--- config.mk ---
export PLATFORM = sky130hd
export DESIGN_NAME = irq_enable_bank
export DESIGN_NICKNAME = d
export VERILOG_FILES = /design/src/core/irq_enable_pkg.sv /design/src/core/irq_gate.sv /design/src/core/irq_enable_bank.sv
export VERILOG_INCLUDE_DIRS = /design/src /design/src/core
export SDC_FILE = /design/constraint.sdc
export NUM_CORES = 1
export LEC_CHECK = 0
export ABC_AREA = 1
export CAP_MARGIN = 15
export CORE_MARGIN = 2
export CORE_UTILIZATION = 24
export CTS_CLUSTER_SIZE = 25
export DETAILED_ROUTE_END_ITERATION = 10
export DONT_BUFFER_PORTS = 1
export GPL_ROUTABILITY_DRIVEN = 1
export SYNTH_ARGS = -nofsm -noshare
export SYNTH_HDL_FRONTEND = slang
export SYNTH_SLANG_ARGS = --single-unit
--- constraint.sdc ---
create_clock -name clk_i -period 1.5 [get_ports clk_i]
set_input_delay 0.225 -clock clk_i [delete_from_list [all_inputs] [get_ports clk_i]]
set_output_delay 0.225 -clock clk_i [all_outputs]
set_load 0.005 [all_outputs]
--- src/core/irq_enable_map.svh ---
// Offsets, field positions, reset values and constants of the enable bank.
// Assumes a 32-bit classic Wishbone slave, one aligned word per register.
`ifndef IRQ_ENABLE_MAP_SVH
`define IRQ_ENABLE_MAP_SVH

`define EN_TWO_OFS 8'h00
`define EN_FOUR_OFS 8'h04
`define IRQ_STAT_OFS 8'h08
`define IRQ_MASK_OFS 8'h0C
`define GATED_OFS 8'h10

`define EN_TWO_RST 16'h0000
`define EN_FOUR_RST 16'h0000
`define EN_TWO_MASK 16'h6000
`define EN_FOUR_MASK 16'h007E

`define BIT_CAL 14
`define BIT_DMA5 13
`define BIT_CANTX 6
`define BIT_DMA7 5
`define BIT_DMA6 4
`define BIT_CRC 3
`define BIT_SER2 2
`define BIT_SER1 1

`define NUM_SRC 8
`define BUS_ERR_DATA 32'h0000_0000

`endif

--- src/core/irq_enable_pkg.sv ---
// Types shared by the enable bank files.
// Assumes the map header is compiled alongside it.
package irq_enable_pkg;

  // One pending flag per source, in fixed order.
  typedef struct packed {
    logic calendar;
    logic dma5;
    logic can_tx;
    logic dma7;
    logic dma6;
    logic checksum;
    logic serial2;
    logic serial1;
  } src_vec_t;

  // Wishbone request bundle.
  typedef struct packed {
    logic cyc;
    logic stb;
    logic we;
    logic [7:0] adr;
    logic [3:0] sel;
    logic [31:0] dat;
  } wb_req_t;

endpackage : irq_enable_pkg

--- src/core/irq_gate.sv ---
// Combinational AND of pending flags with their enable bits.
// Assumes flags and enables are both synchronous to the system clock.
`timescale 1ns/1ps
module irq_gate
  import irq_enable_pkg::*;
(
  // Sources and enables.
  input wire src_vec_t pend_i,
  input wire src_vec_t en_i,
  // Gated requests.
  output src_vec_t gated_o
);

  // One AND per source, with no registering, so it follows every cycle.
  assign gated_o = pend_i & en_i;

endmodule : irq_gate

--- src/core/irq_enable_bank.sv ---
// Two interrupt enable registers with gating, reached over classic Wishbone.
// Assumes pending flags arrive synchronous to clk_i from the flag logic.
//
// The implementer's own choices: the register addresses and the Wishbone interface to the registers.
`timescale 1ns/1ps
`include "irq_enable_map.svh"
module irq_enable_bank
  import irq_enable_pkg::*;
#(
  parameter bit HAS_CAN = 1'b1
) (
  // Clock and reset.
  input wire logic clk_i,
  input wire logic srst_i,
  // Wishbone slave.
  input wire logic wb_cyc_i,
  input wire logic wb_stb_i,
  input wire logic wb_we_i,
  input wire logic [7:0] wb_adr_i,
  input wire logic [3:0] wb_sel_i,
  input wire logic [31:0] wb_dat_i,
  output logic [31:0] wb_dat_o,
  output logic wb_ack_o,
  output logic wb_err_o,
  // Interrupt sources and gated requests.
  input wire src_vec_t pend_i,
  output src_vec_t gated_o,
  output logic irq_o
);

  logic [15:0] en_two_ff, nxt_en_two;
  logic [15:0] en_four_ff, nxt_en_four;
  logic [7:0] stat_ff, nxt_stat;
  logic [7:0] mask_ff, nxt_mask;
  logic ack_ff, nxt_ack;
  logic err_ff, nxt_err;
  logic [31:0] rdat_ff, nxt_rdat;
  src_vec_t en_vec, gated_raw, pend_eff, gated_q;
  logic req, wr, hit;

  // Merge a write with byte enables into the low 16 bits of a register.
  function automatic logic [15:0] merge16(input logic [15:0] old, input logic [31:0] d,
                                          input logic [3:0] sel, input logic [15:0] m);
    logic [15:0] r;
    r = old;
    if (sel[0]) begin
      r[7:0] = d[7:0];
    end
    if (sel[1]) begin
      r[15:8] = d[15:8];
    end
    merge16 = r & m;
  endfunction : merge16

  // CAN transmit is forced off on variants without the controller.
  assign pend_eff = HAS_CAN ? pend_i : (pend_i & ~src_vec_t'(8'h20));
  assign en_vec = '{
    calendar: en_two_ff[`BIT_CAL],
    dma5: en_two_ff[`BIT_DMA5],
    can_tx: HAS_CAN & en_four_ff[`BIT_CANTX],
    dma7: en_four_ff[`BIT_DMA7],
    dma6: en_four_ff[`BIT_DMA6],
    checksum: en_four_ff[`BIT_CRC],
    serial2: en_four_ff[`BIT_SER2],
    serial1: en_four_ff[`BIT_SER1]
  };

  irq_gate u_gate (
    .pend_i(pend_eff),
    .en_i(en_vec),
    .gated_o(gated_raw)
  );

  // Gated requests go out combinationally so the priority logic sees them at once.
  assign gated_o = gated_raw;
  assign irq_o = |(stat_ff & mask_ff);
  assign wb_ack_o = ack_ff;
  assign wb_err_o = err_ff;
  assign wb_dat_o = rdat_ff;

  assign req = wb_cyc_i & wb_stb_i & ~ack_ff & ~err_ff;
  assign wr = req & wb_we_i;
  assign hit = (wb_adr_i == `EN_TWO_OFS) || (wb_adr_i == `EN_FOUR_OFS) ||
               (wb_adr_i == `IRQ_STAT_OFS) || (wb_adr_i == `IRQ_MASK_OFS) ||
               (wb_adr_i == `GATED_OFS);

  // Next state of registers and bus answer; one-cycle answer after the request.
  always_comb begin
    nxt_en_two = en_two_ff;
    nxt_en_four = en_four_ff;
    nxt_mask = mask_ff;
    nxt_ack = req & hit;
    nxt_err = req & ~hit;
    nxt_rdat = rdat_ff;
    // Sticky status: a hardware set wins over a same-cycle clear.
    nxt_stat = stat_ff;
    if (wr && wb_adr_i == `IRQ_STAT_OFS && wb_sel_i[0]) begin
      nxt_stat = stat_ff & ~wb_dat_i[7:0];
    end
    nxt_stat = nxt_stat | gated_raw;
    if (wr) begin
      case (wb_adr_i)
        `EN_TWO_OFS: nxt_en_two = merge16(en_two_ff, wb_dat_i, wb_sel_i, `EN_TWO_MASK);
        `EN_FOUR_OFS: nxt_en_four = merge16(en_four_ff, wb_dat_i, wb_sel_i, `EN_FOUR_MASK);
        `IRQ_MASK_OFS: begin
          if (wb_sel_i[0]) begin
            nxt_mask = wb_dat_i[7:0];
          end
        end
        default: nxt_mask = mask_ff;
      endcase
    end
    if (req && !wb_we_i) begin
      case (wb_adr_i)
        `EN_TWO_OFS: nxt_rdat = {16'h0000, en_two_ff};
        `EN_FOUR_OFS: nxt_rdat = {16'h0000, en_four_ff};
        `IRQ_STAT_OFS: nxt_rdat = {24'h000000, stat_ff};
        `IRQ_MASK_OFS: nxt_rdat = {24'h000000, mask_ff};
        `GATED_OFS: nxt_rdat = {24'h000000, gated_raw};
        default: nxt_rdat = `BUS_ERR_DATA;
      endcase
    end
  end

  // Registers only; reset clears every enable bit.
  always_ff @(posedge clk_i) begin
    if (srst_i) begin
      en_two_ff <= `EN_TWO_RST;
      en_four_ff <= `EN_FOUR_RST;
      stat_ff <= 8'h00;
      mask_ff <= 8'h00;
      ack_ff <= 1'b0;
      err_ff <= 1'b0;
      rdat_ff <= 32'h0000_0000;
    end else begin
      en_two_ff <= nxt_en_two;
      en_four_ff <= nxt_en_four;
      stat_ff <= nxt_stat;
      mask_ff <= nxt_mask;
      ack_ff <= nxt_ack;
      err_ff <= nxt_err;
      rdat_ff <= nxt_rdat;
    end
  end

  assign gated_q = gated_raw;

  property p_cal_gate;
    @(posedge clk_i) disable iff (srst_i)
      gated_o.calendar == (pend_i.calendar & en_two_ff[`BIT_CAL]);
  endproperty
  a_cal_gate: assert property (p_cal_gate) else $error("calendar gate wrong");

  property p_dma5_gate;
    @(posedge clk_i) disable iff (srst_i)
      (wr && wb_adr_i == `EN_TWO_OFS && wb_sel_i[1] && wb_dat_i[13]) |=>
        (pend_i.dma5 |-> gated_o.dma5);
  endproperty
  a_dma5_gate: assert property (p_dma5_gate) else $error("dma5 not passed");

  property p_two_unimpl;
    @(posedge clk_i) disable iff (srst_i)
      (en_two_ff & ~`EN_TWO_MASK) == 16'h0000;
  endproperty
  a_two_unimpl: assert property (p_two_unimpl) else $error("unimplemented bit set");

  property p_blocked;
    @(posedge clk_i) disable iff (srst_i)
      (gated_o & ~en_vec) == 8'h00;
  endproperty
  a_blocked: assert property (p_blocked) else $error("disabled source passed");

  property p_no_can;
    @(posedge clk_i) disable iff (srst_i)
      !HAS_CAN |-> !gated_o.can_tx;
  endproperty
  a_no_can: assert property (p_no_can) else $error("can request without controller");

  property p_reset_clear;
    @(posedge clk_i) srst_i |=> (en_two_ff == 16'h0000 && en_four_ff == 16'h0000);
  endproperty
  a_reset_clear: assert property (p_reset_clear) else $error("enables not cleared");

  property p_dma6_gate;
    @(posedge clk_i) disable iff (srst_i)
      gated_o.dma6 == (pend_i.dma6 & en_four_ff[`BIT_DMA6]);
  endproperty
  a_dma6_gate: assert property (p_dma6_gate) else $error("dma6 gate wrong");

  property p_crc_gate;
    @(posedge clk_i) disable iff (srst_i)
      (pend_i.checksum && $past(en_four_ff[`BIT_CRC]) && $stable(en_four_ff)) |-> gated_o.checksum;
  endproperty
  a_crc_gate: assert property (p_crc_gate) else $error("checksum gate wrong");

  property p_stat_follow;
    @(posedge clk_i) disable iff (srst_i)
      (gated_q != 8'h00) |=> ((stat_ff & $past(gated_q)) == $past(gated_q));
  endproperty
  a_stat_follow: assert property (p_stat_follow) else $error("gated event lost");

endmodule : irq_enable_bank

# --- Word-level counts from Yosys, hierarchy flattened ---
# Index checks and enable logic that the tools add are counted.
word_totals:
  register_bits: 58
  inputBits: 57
  output_inout_bits: 43
  wordCells: 40
classes:
  eq_ne: 4
  n_mux: 2
  n_bitwise: 14
  n_reduce_logical: 13
op_table:
  columns: ["op", "n"]
  rows:
  - ["one-hot mux 15 bit (5 select lines)", 1]
  - ["bitwise AND 8 bit", 3]
  - ["== test 8 x 4 -> 1 bit (second input constant)", 2]
  - ["AND reduction 3 bit", 3]
  - ["== test 8 x 3 -> 1 bit (second input constant)", 1]
  - ["== test 8 x 5 -> 1 bit (second input constant)", 1]
  - ["zero test 8 bit", 1]
  - ["2-to-1 mux 8 bit", 1]
  - ["NOT 8 bit", 1]
  - ["bitwise OR 8 bit", 1]
  - ["OR reduction 8 bit", 1]
  - ["bitwise AND 1 bit", 6]
  - ["logical OR 1 bit", 4]
  - ["logical AND 1 bit", 3]
  - ["NOT 1 bit", 3]
  - ["zero test 1 bit", 1]

# --- Longest topological paths before layout ---
# Gate-level depths: netlist of run 1.
depth:
  depth_word: 8
  ltp_mapped: 8

# --- By module ---
# A second synthesis of run 1 with hierarchy kept.
hier_totals:
  hier_cells: 286
  area_unflattened_um2: 1991.9
by_module_without_submodules:
  columns: ["module", "instances", "cells_per_inst", "area_per_inst_um2"]
  rows:
  - ["irq_enable_bank", 1, 270, 1931.9]
  - ["irq_gate", 1, 16, 60.1]

# --- Least setup slack after synthesis of run 1 ---
# OpenSTA, ideal clock, no wires.
synth_timing:
  path_type: "flip-flop to flip-flop"
  startpoint: "reg ack_ff (netlist: wb_ack_o)"
  endpoint: "reg en_four_ff[1]"
  arrival_ns: 1.096
  t_required_ns: 1.384
  slack_ns: 0.289
  stages_incl_launch_ff: 7
  period_less_slack_ns: 1.211
  path_cell_list: "dfxtp_1 -> inv_1 -> nand4_2 -> nor2_4 -> nand3_2 -> o21ai_0 -> nor2_1"
synth_via:
  elab_chain_cells: 5
synth_rtl:
  columns: ["item", "line", "rtl"]
  rows:
  - ["from (decl)", "irq_enable_bank.sv:35", "logic ack_ff, nxt_ack;"]
  - ["from (signal assigned)", "irq_enable_bank.sv:140", "ack_ff <= nxt_ack;"]
  - ["NOT 1 bit", "irq_enable_bank.sv:81", "assign req = wb_cyc_i & wb_stb_i & ~ack_ff & ~err_ff;"]
  - ["bitwise AND 1 bit (2 in a row)", "irq_enable_bank.sv:81", null]
  - ["bitwise AND 1 bit", "irq_enable_bank.sv:82", "assign wr = req & wb_we_i;"]
  - ["AND reduction 3 bit (no line)", null, null]
  - ["to (signal assigned)", "irq_enable_bank.sv:129", "en_four_ff <= `EN_FOUR_RST;"]
  - ["to (signal assigned)", "irq_enable_bank.sv:137", "en_four_ff <= nxt_en_four;"]
  - ["to (decl)", "irq_enable_bank.sv:32", "logic [15:0] en_four_ff, nxt_en_four;"]
# Every way passes these cells.
# A chain may end at the register's enable or synchronous reset.

# --- Worst setup path in the final report of run 1 ---
layout_timing:
  startpoint: "reg stat_ff[7]"
  endpoint: "out irq_o"
layout_via:
  elab_chain_cells: 2
layout_rtl:
  columns: ["item", "line", "rtl"]
  rows:
  - ["from (decl)", "irq_enable_bank.sv:33", "logic [7:0] stat_ff, nxt_stat;"]
  - ["from (signal assigned)", "irq_enable_bank.sv:138", "stat_ff <= nxt_stat;"]
  - ["bitwise AND 8 bit", "irq_enable_bank.sv:76", "assign irq_o = |(stat_ff & mask_ff);"]
  - ["OR reduction 8 bit", "irq_enable_bank.sv:76", null]
  - ["to (decl)", "irq_enable_bank.sv:28", "output logic irq_o"]
# Every way passes these cells.

==> impl_metrics.py, run 1 <==
metrics = {
    "run_status": {
        "status": "finished clean",
    },
    "yosys": {
        "ys_seq_elements": 36,
        "avgSynthCellArea_um2": 6.82,
        "yosys.area_share.xor_xnor": 0,
        "yosysWarningCount": 0,
        "synth_compound_area_frac": 0.112,
        "synth.area.mux_share": 0,
        "syn_area_mm2": 0.00195,
        "synth_cells": 286,
        "yosys.area_share.adder": 0,
        "synth_top_family_by_area": "simple AND/OR/NAND/NOR gates",
        "synthSimpleGateAreaFrac": 0.366,
        "seq_area_frac_synth": 0.370,
        "ys_types": 24,
    },
    "grt": {
        "grt_pass1_vias": 1708,
        "gr-usage-all-layers": 0.124,
        "grt_pass1_wl_mm": 8.50,
        "grt_max_degree": 19,
        "antenna_found_initial": 0,
        "overflow": 0,
    },
    "place": {
        "dpl_cell_area_mm2": 0.00202,
        "gp_congestion": 0.869,
        "io_buffer_count": 0,
        "hpwl_mm": 4.25,
    },
    "final_layout": {
        "fill_cells": 882,
        "area_growth_pct": 10.1,
        "regArea_um2": 721,
        "fin_nets": 353,
        "final_layout_size_suffix_gt1_frac": 0.118,
        "fin_area_mm2": 0.00215,
        "final_common_cell": "nand2_1",
        "antenna_cells": 0,
        "multi_input_area_mm2": 0.00103,
        "layout_common_cells": "nand2_1 (55), nand3_1 (44), nor2_1 (36), dfxtp_1 (36), o21ai_0 (23)",
    },
    "critical_path": {
        "start_kind": "flip-flop",
        "crit_path_end": "irq_o",
        "cp.depth": 4,
        "crit_chain": "nand2_1 -> nand3_1 -> a221oi_2 -> nand4_1",
        "crit_family": "simple AND/OR/NAND/NOR gates",
        "cp.arrival_ns": 1.16,
        "crit_path_start": "stat_ff[7]",
        "cp-end-kind": "output port",
        "cp.buffers_inverters": 0,
        "r2r_slack_ns": 0.20,
        "cpPeakStageDelay_ns": 0.33,
        "worstSetupPathType": "reg -> out",
        "cp_max_fo": 3,
        "cpMaxStageDelayCell": "dfxtp_1",
        "critical_path_required_ns": 1.27,
        "r2r_cells": 6,
        "r2r_end": "mask_ff[1]",
        "r2r-start": "wb_ack_o",
    },
    "hold_path": {
        "min_path_type": "in -> reg",
    },
    "drt": {
        "routed_via_density": 4.47,
        "routedWlPerCell_um": 13.3,
        "ant_nets": 0,
        "routed_wl_mm": 5.29,
        "first_iter_violations": 141,
        "post-route-drc-count": 0,
        "vias": 1783,
        "first_pass_iters": 4,
    },
    "power": {
        "power.leakage_nw": 0.945,
        "p_per_area_mw_per_mm2": 824,
        "p_int_mw": 1.36,
        "power_frac_comb": 0.060,
        "clkPwrFrac": 0.399,
        "ir_drop_mv": 0.279,
        "power_frac_seq": 0.541,
        "sw_frac_of_total": 0.233,
        "p_sw_mw": 0.412,
    },
    "clocking": {
        "cts_tree": "built",
        "clock_sinks": 36,
        "clock_latency_ns": 0.29,
        "htree_levels": 2,
        "clockRootBuffer": "clkbuf_8",
        "cts_inserted_buffers": 5,
        "cts.path.max_buffers": 2,
        "clk_pin_slew_worst_paths_ns": 0.07,
    },
    "timing": {
        "fin_crit_ns": 1.39,
        "finalHoldViolations": 0,
        "setup_tns_ns": 0,
        "tightest_slew_ns": 0.752,
        "setup_viol": 0,
        "fmax_ghz": 0.721,
        "period_share": 0.924,
        "slew_violations": 0,
        "rsz0062_at_grt": "false",
        "max-slew-margin-rel": 0.497,
        "skew_ns": 0.00289,
    },
    "die": {
        "core-area_mm2": 0.00781,
        "fp-row-count": 32,
        "die_w_um": 94.1,
        "chipHeight_um": 94.1,
        "start_util": 0.250,
        "die_area_mm2": 0.00886,
        "ios": 100,
    },
    "flow_run": {
        "drv_cap": 0,
    },
}
-- per-stage QoR --
step	setup slack (ns)	total power, mW	hold slack, ns	instances	util
after global routing	0.0343	1.85	0.0668	399	0.275
after global placement	0.0697	1.07	0.298	389	0.259
after floorplan	0.289	1.10	0.360	307	-
final	0.114	1.77	0.0719	399	0.275
after CTS	0.00976	1.79	0.0655	398	0.272
after detailed placement	0.0198	1.07	0.300	389	0.259
-- layer usage --
metal | part of all wire | wire length [µm] | track usage
met2 | 0.47 | 2500 | 0.208
met1 | 0.40 | 2140 | 0.136
met4 | 0.019 | 103 | 0.0435
met3 | 0.10 | 550 | 0.0610
met5 | 0 | 0 | 0
-- cell usage after synthesis --
cell type,instances,area [µm²]
a221oi_1,1,8.76
nor3_4,1,16.3
nand2_2,2,12.5
inv_2,6,22.5
conb_1,1,3.75
nand2_4,1,11.3
o21ai_0,23,115
nor2_2,2,12.5
and3_1,1,6.26
buf_2,3,15.0
dfxtp_1,36,721
nand3_2,1,10.0
inv_1,18,67.6
and2_1,2,12.5
nand2_1,55,206
clkbuf_1,3,11.3
clkinv_1,1,3.75
nand4_2,1,12.5
a21oi_1,19,95.1
nor2_1,36,135
buf_4,23,173
nand4_1,2,12.5
nand3_1,44,220
nor2_4,4,45.0
-- worst reg2reg max path, stage by stage (launching register included) --
cell,delay (ns)
dfxtp_1,0.33
inv_1,0.12
nand4_4,0.18
nor3_4,0.26
buf_4,0.16
o21ai_0,0.07
nor2_1,0.12
-- power groups by stage --
stage | Sequential [mW] | Clock (mW) | Combinational, mW
floorplan | 0.980 | 0 | 0.121
global placement | 0.980 | 0 | 0.0933
detailed placement | 0.980 | 0 | 0.0947
CTS | 0.958 | 0.725 | 0.105
global route | 0.957 | 0.768 | 0.122
finish | 0.958 | 0.705 | 0.106
-- kinds of logic (layout without fill, tap and decap cells) --
group,after synthesis,count (layout)
simple gates,152,152
buf+inv,54,44
compound gates,43,43
flops,36,36
other cells,1,22
-- repair_timing --
| action | CTS | global route |
|---|---|---|
| hold endpoints to repair | 18 | 0 |
| endpoints found under the setup margin | 1 | 4 |
| hold buffers | 1 | 0 |
| setup buffers | 0 | 1 |
| pin swaps | 1 | 1 |
| resized for setup | 0 | 2 |
| cloned | 0 | 0 |
-- layout make-up --
cell class	count	share of cell area
clock buffers	8	0.0420
multi-input cells	217	0.480
flip-flops and latches	36	0.336
inverters	25	0.0437
repair buffers	11	0.0396
well taps	102	0.0594
-- state kept, by name, summed over array words and instances, names as in the netlist --
register / count
stat_ff: 8
mask_ff: 8
en_two_ff: 2
en_four_ff: 6
wb_err_o: 1
wb_dat_o: 10
wb_ack_o: 1
-- worst min path at each step --
stage,start,to,slack (ns),depth (start not counted)
floorplan,wb_dat_i[0],mask_ff[0],0.36,2
global placement,srst_i,wb_dat_o[3],0.30,1
detailed placement,srst_i,wb_dat_o[5],0.30,1
CTS,wb_dat_i[2],mask_ff[2],0.07,2
global route,wb_dat_i[5],mask_ff[5],0.07,2
finish,wb_dat_i[5],mask_ff[5],0.07,2
(Power assumes the default switching activity.)
==> inputs of run 2 (changes only) <==
Settings changed: CTS_BUF_LIST set to sky130_fd_sc_hd__clkbuf_8.
==> impl_metrics.py, run 2 (synthesis gave the netlist of run 1 again) <==
metrics = {
    "grt": {
        "overflow": 0,
        "grt_max_degree": 19,
        "grt_pass1_vias": 1708,
        "antenna_found_initial": 0,
        "grt_pass1_wl_mm": 8.50,
        "gr-usage-all-layers": 0.124,
    },
    "clocking": {
        "cts_tree": "built",
        "cts_inserted_buffers": 5,
        "htree_levels": 2,
        "clk_pin_slew_worst_paths_ns": 0.07,
        "cts.path.max_buffers": 2,
        "clock_latency_ns": 0.29,
        "clockRootBuffer": "clkbuf_8",
        "clock_sinks": 36,
    },
    "timing": {
        "period_share": 0.925,
        "rsz0062_at_grt": "false",
        "finalHoldViolations": 0,
        "skew_ns": 0.00315,
        "slew_violations": 0,
        "setup_tns_ns": 0,
        "setup_viol": 0,
        "fmax_ghz": 0.721,
        "tightest_slew_ns": 0.739,
        "whs_ns": 0.0712,
        "max-slew-margin-rel": 0.506,
        "fin_crit_ns": 1.39,
    },
    "critical_path": {
        "crit_path_end": "irq_o",
        "cpMaxStageDelayCell": "dfxtp_1",
        "cp-end-kind": "output port",
        "cp.arrival_ns": 1.16,
        "start_kind": "flip-flop",
        "worstSetupPathType": "reg -> out",
        "r2r-start": "wb_ack_o",
        "critical_path_required_ns": 1.27,
        "r2r_cells": 6,
        "cpPeakStageDelay_ns": 0.33,
        "crit_path_start": "stat_ff[7]",
        "cp_max_fo": 3,
        "r2r_end": "mask_ff[1]",
        "crit_chain": "nand2_1 -> nand3_1 -> a221oi_2 -> nand4_1",
        "r2r_slack_ns": 0.20,
    },
    "drt": {
        "routedWlPerCell_um": 13.2,
        "ant_nets": 0,
        "post-route-drc-count": 0,
        "first_iter_violations": 144,
        "vias": 1778,
        "routed_via_density": 4.46,
        "first_pass_iters": 4,
        "routed_wl_mm": 5.29,
    },
    "flow_run": {
        "drv_cap": 0,
    },
    "die": {
        "die_area_mm2": 0.00886,
        "die_w_um": 94.1,
        "start_util": 0.250,
        "chipHeight_um": 94.1,
        "core-area_mm2": 0.00781,
        "fp-row-count": 32,
        "ios": 100,
    },
    "final_layout": {
        "largest_reg_flops": 10,
        "final_layout_size_suffix_gt1_frac": 0.118,
        "fin_util": 0.275,
        "area_growth_pct": 10.1,
        "final_common_cell": "nand2_1",
        "layout_common_cells": "nand2_1 (55), nand3_1 (44), nor2_1 (36), dfxtp_1 (36), o21ai_0 (23)",
        "fin_area_mm2": 0.00215,
        "antenna_cells": 0,
        "fin_nets": 353,
    },
    "power": {
        "ir_drop_mv": 0.270,
        "p_per_area_mw_per_mm2": 818,
        "power.leakage_nw": 0.953,
    },
    "place": {
        "hpwl_mm": 4.25,
        "gp_congestion": 0.869,
        "dpl_cell_area_mm2": 0.00202,
        "io_buffer_count": 0,
    },
    "run_status": {
        "status": "finished clean",
    },
    "hold_path": {
        "min_path_type": "in -> reg",
    },
}
-- run 2: changes by cell type in the layout (fill, tap and decap cells not counted) --
cell / previous run / this run
clkbuf_1: 2 / 0
inv_1: 18 / 20
-- run 2: power by group --
| part | switching [mW] | leakage, nW | internal, mW |
|---|---|---|---|
| combinational | 0.0795 | 0.610 | 0.0267 |
| clock | 0.331 | 0.0538 | 0.361 |
| sequential | 0.00130 | 0.290 | 0.957 |
-- run 2: repair_timing --
item | CTS | global route
resized for setup | 0 | 2
setup buffers | 0 | 1
pin swaps | 1 | 1
endpoints found under the hold margin | 18 | 0
endpoints found under the setup margin | 1 | 4
hold buffers | 1 | 0
-- run 2: cell type report --
class	instances	area, µm²
Clock buffer	6	82.6
Clock inverter	2	7.51
Fill cell	882	5660
Inverter	25	93.8
Multi-Input combinational cell	217	1030
Sequential cell	36	721
Tap cell	102	128
Timing Repair Buffer	11	85.1
-- run 2: worst max-delay path, delay by kind of cell (launching register included) --
kind | cells | cell delay [ns]
DFF | 1 | 0.33
and+or+nand+nor | 3 | 0.33
AOI/OAI and AO/OA | 1 | 0.21
-- run 2: how the worst min path moves through the flow --
stage	startpoint	slack, ns	endpoint	depth (start not counted)
floorplan	wb_dat_i[0]	0.36	mask_ff[0]	2
global placement	srst_i	0.30	wb_dat_o[3]	1
detailed placement	srst_i	0.30	wb_dat_o[5]	1
CTS	wb_dat_i[2]	0.06	mask_ff[2]	2
global route	wb_dat_i[5]	0.07	mask_ff[5]	2
finish	wb_dat_i[0]	0.07	mask_ff[0]	2
-- run 2: per-stage QoR --
step | power (mW) | setup WS [ns] | std cells
6_report | 1.76 | 0.113 | 399
4_1_cts | 1.78 | 0.00976 | 398
3_5_place_dp | 1.07 | 0.0198 | 389
5_1_grt | 1.84 | 0.0343 | 399
2_1_floorplan | 1.10 | 0.289 | 307
3_3_place_gp | 1.07 | 0.0697 | 389
-- run 2: per-layer routing --
layer | vias to the layer above | global-route usage | share of wire
li1 | 903 | - | -
met4 | 0 | 0.0435 | 0.018
met5 | - | 0 | 0
met3 | 8 | 0.0610 | 0.10
met1 | 804 | 0.136 | 0.40
met2 | 63 | 0.208 | 0.47
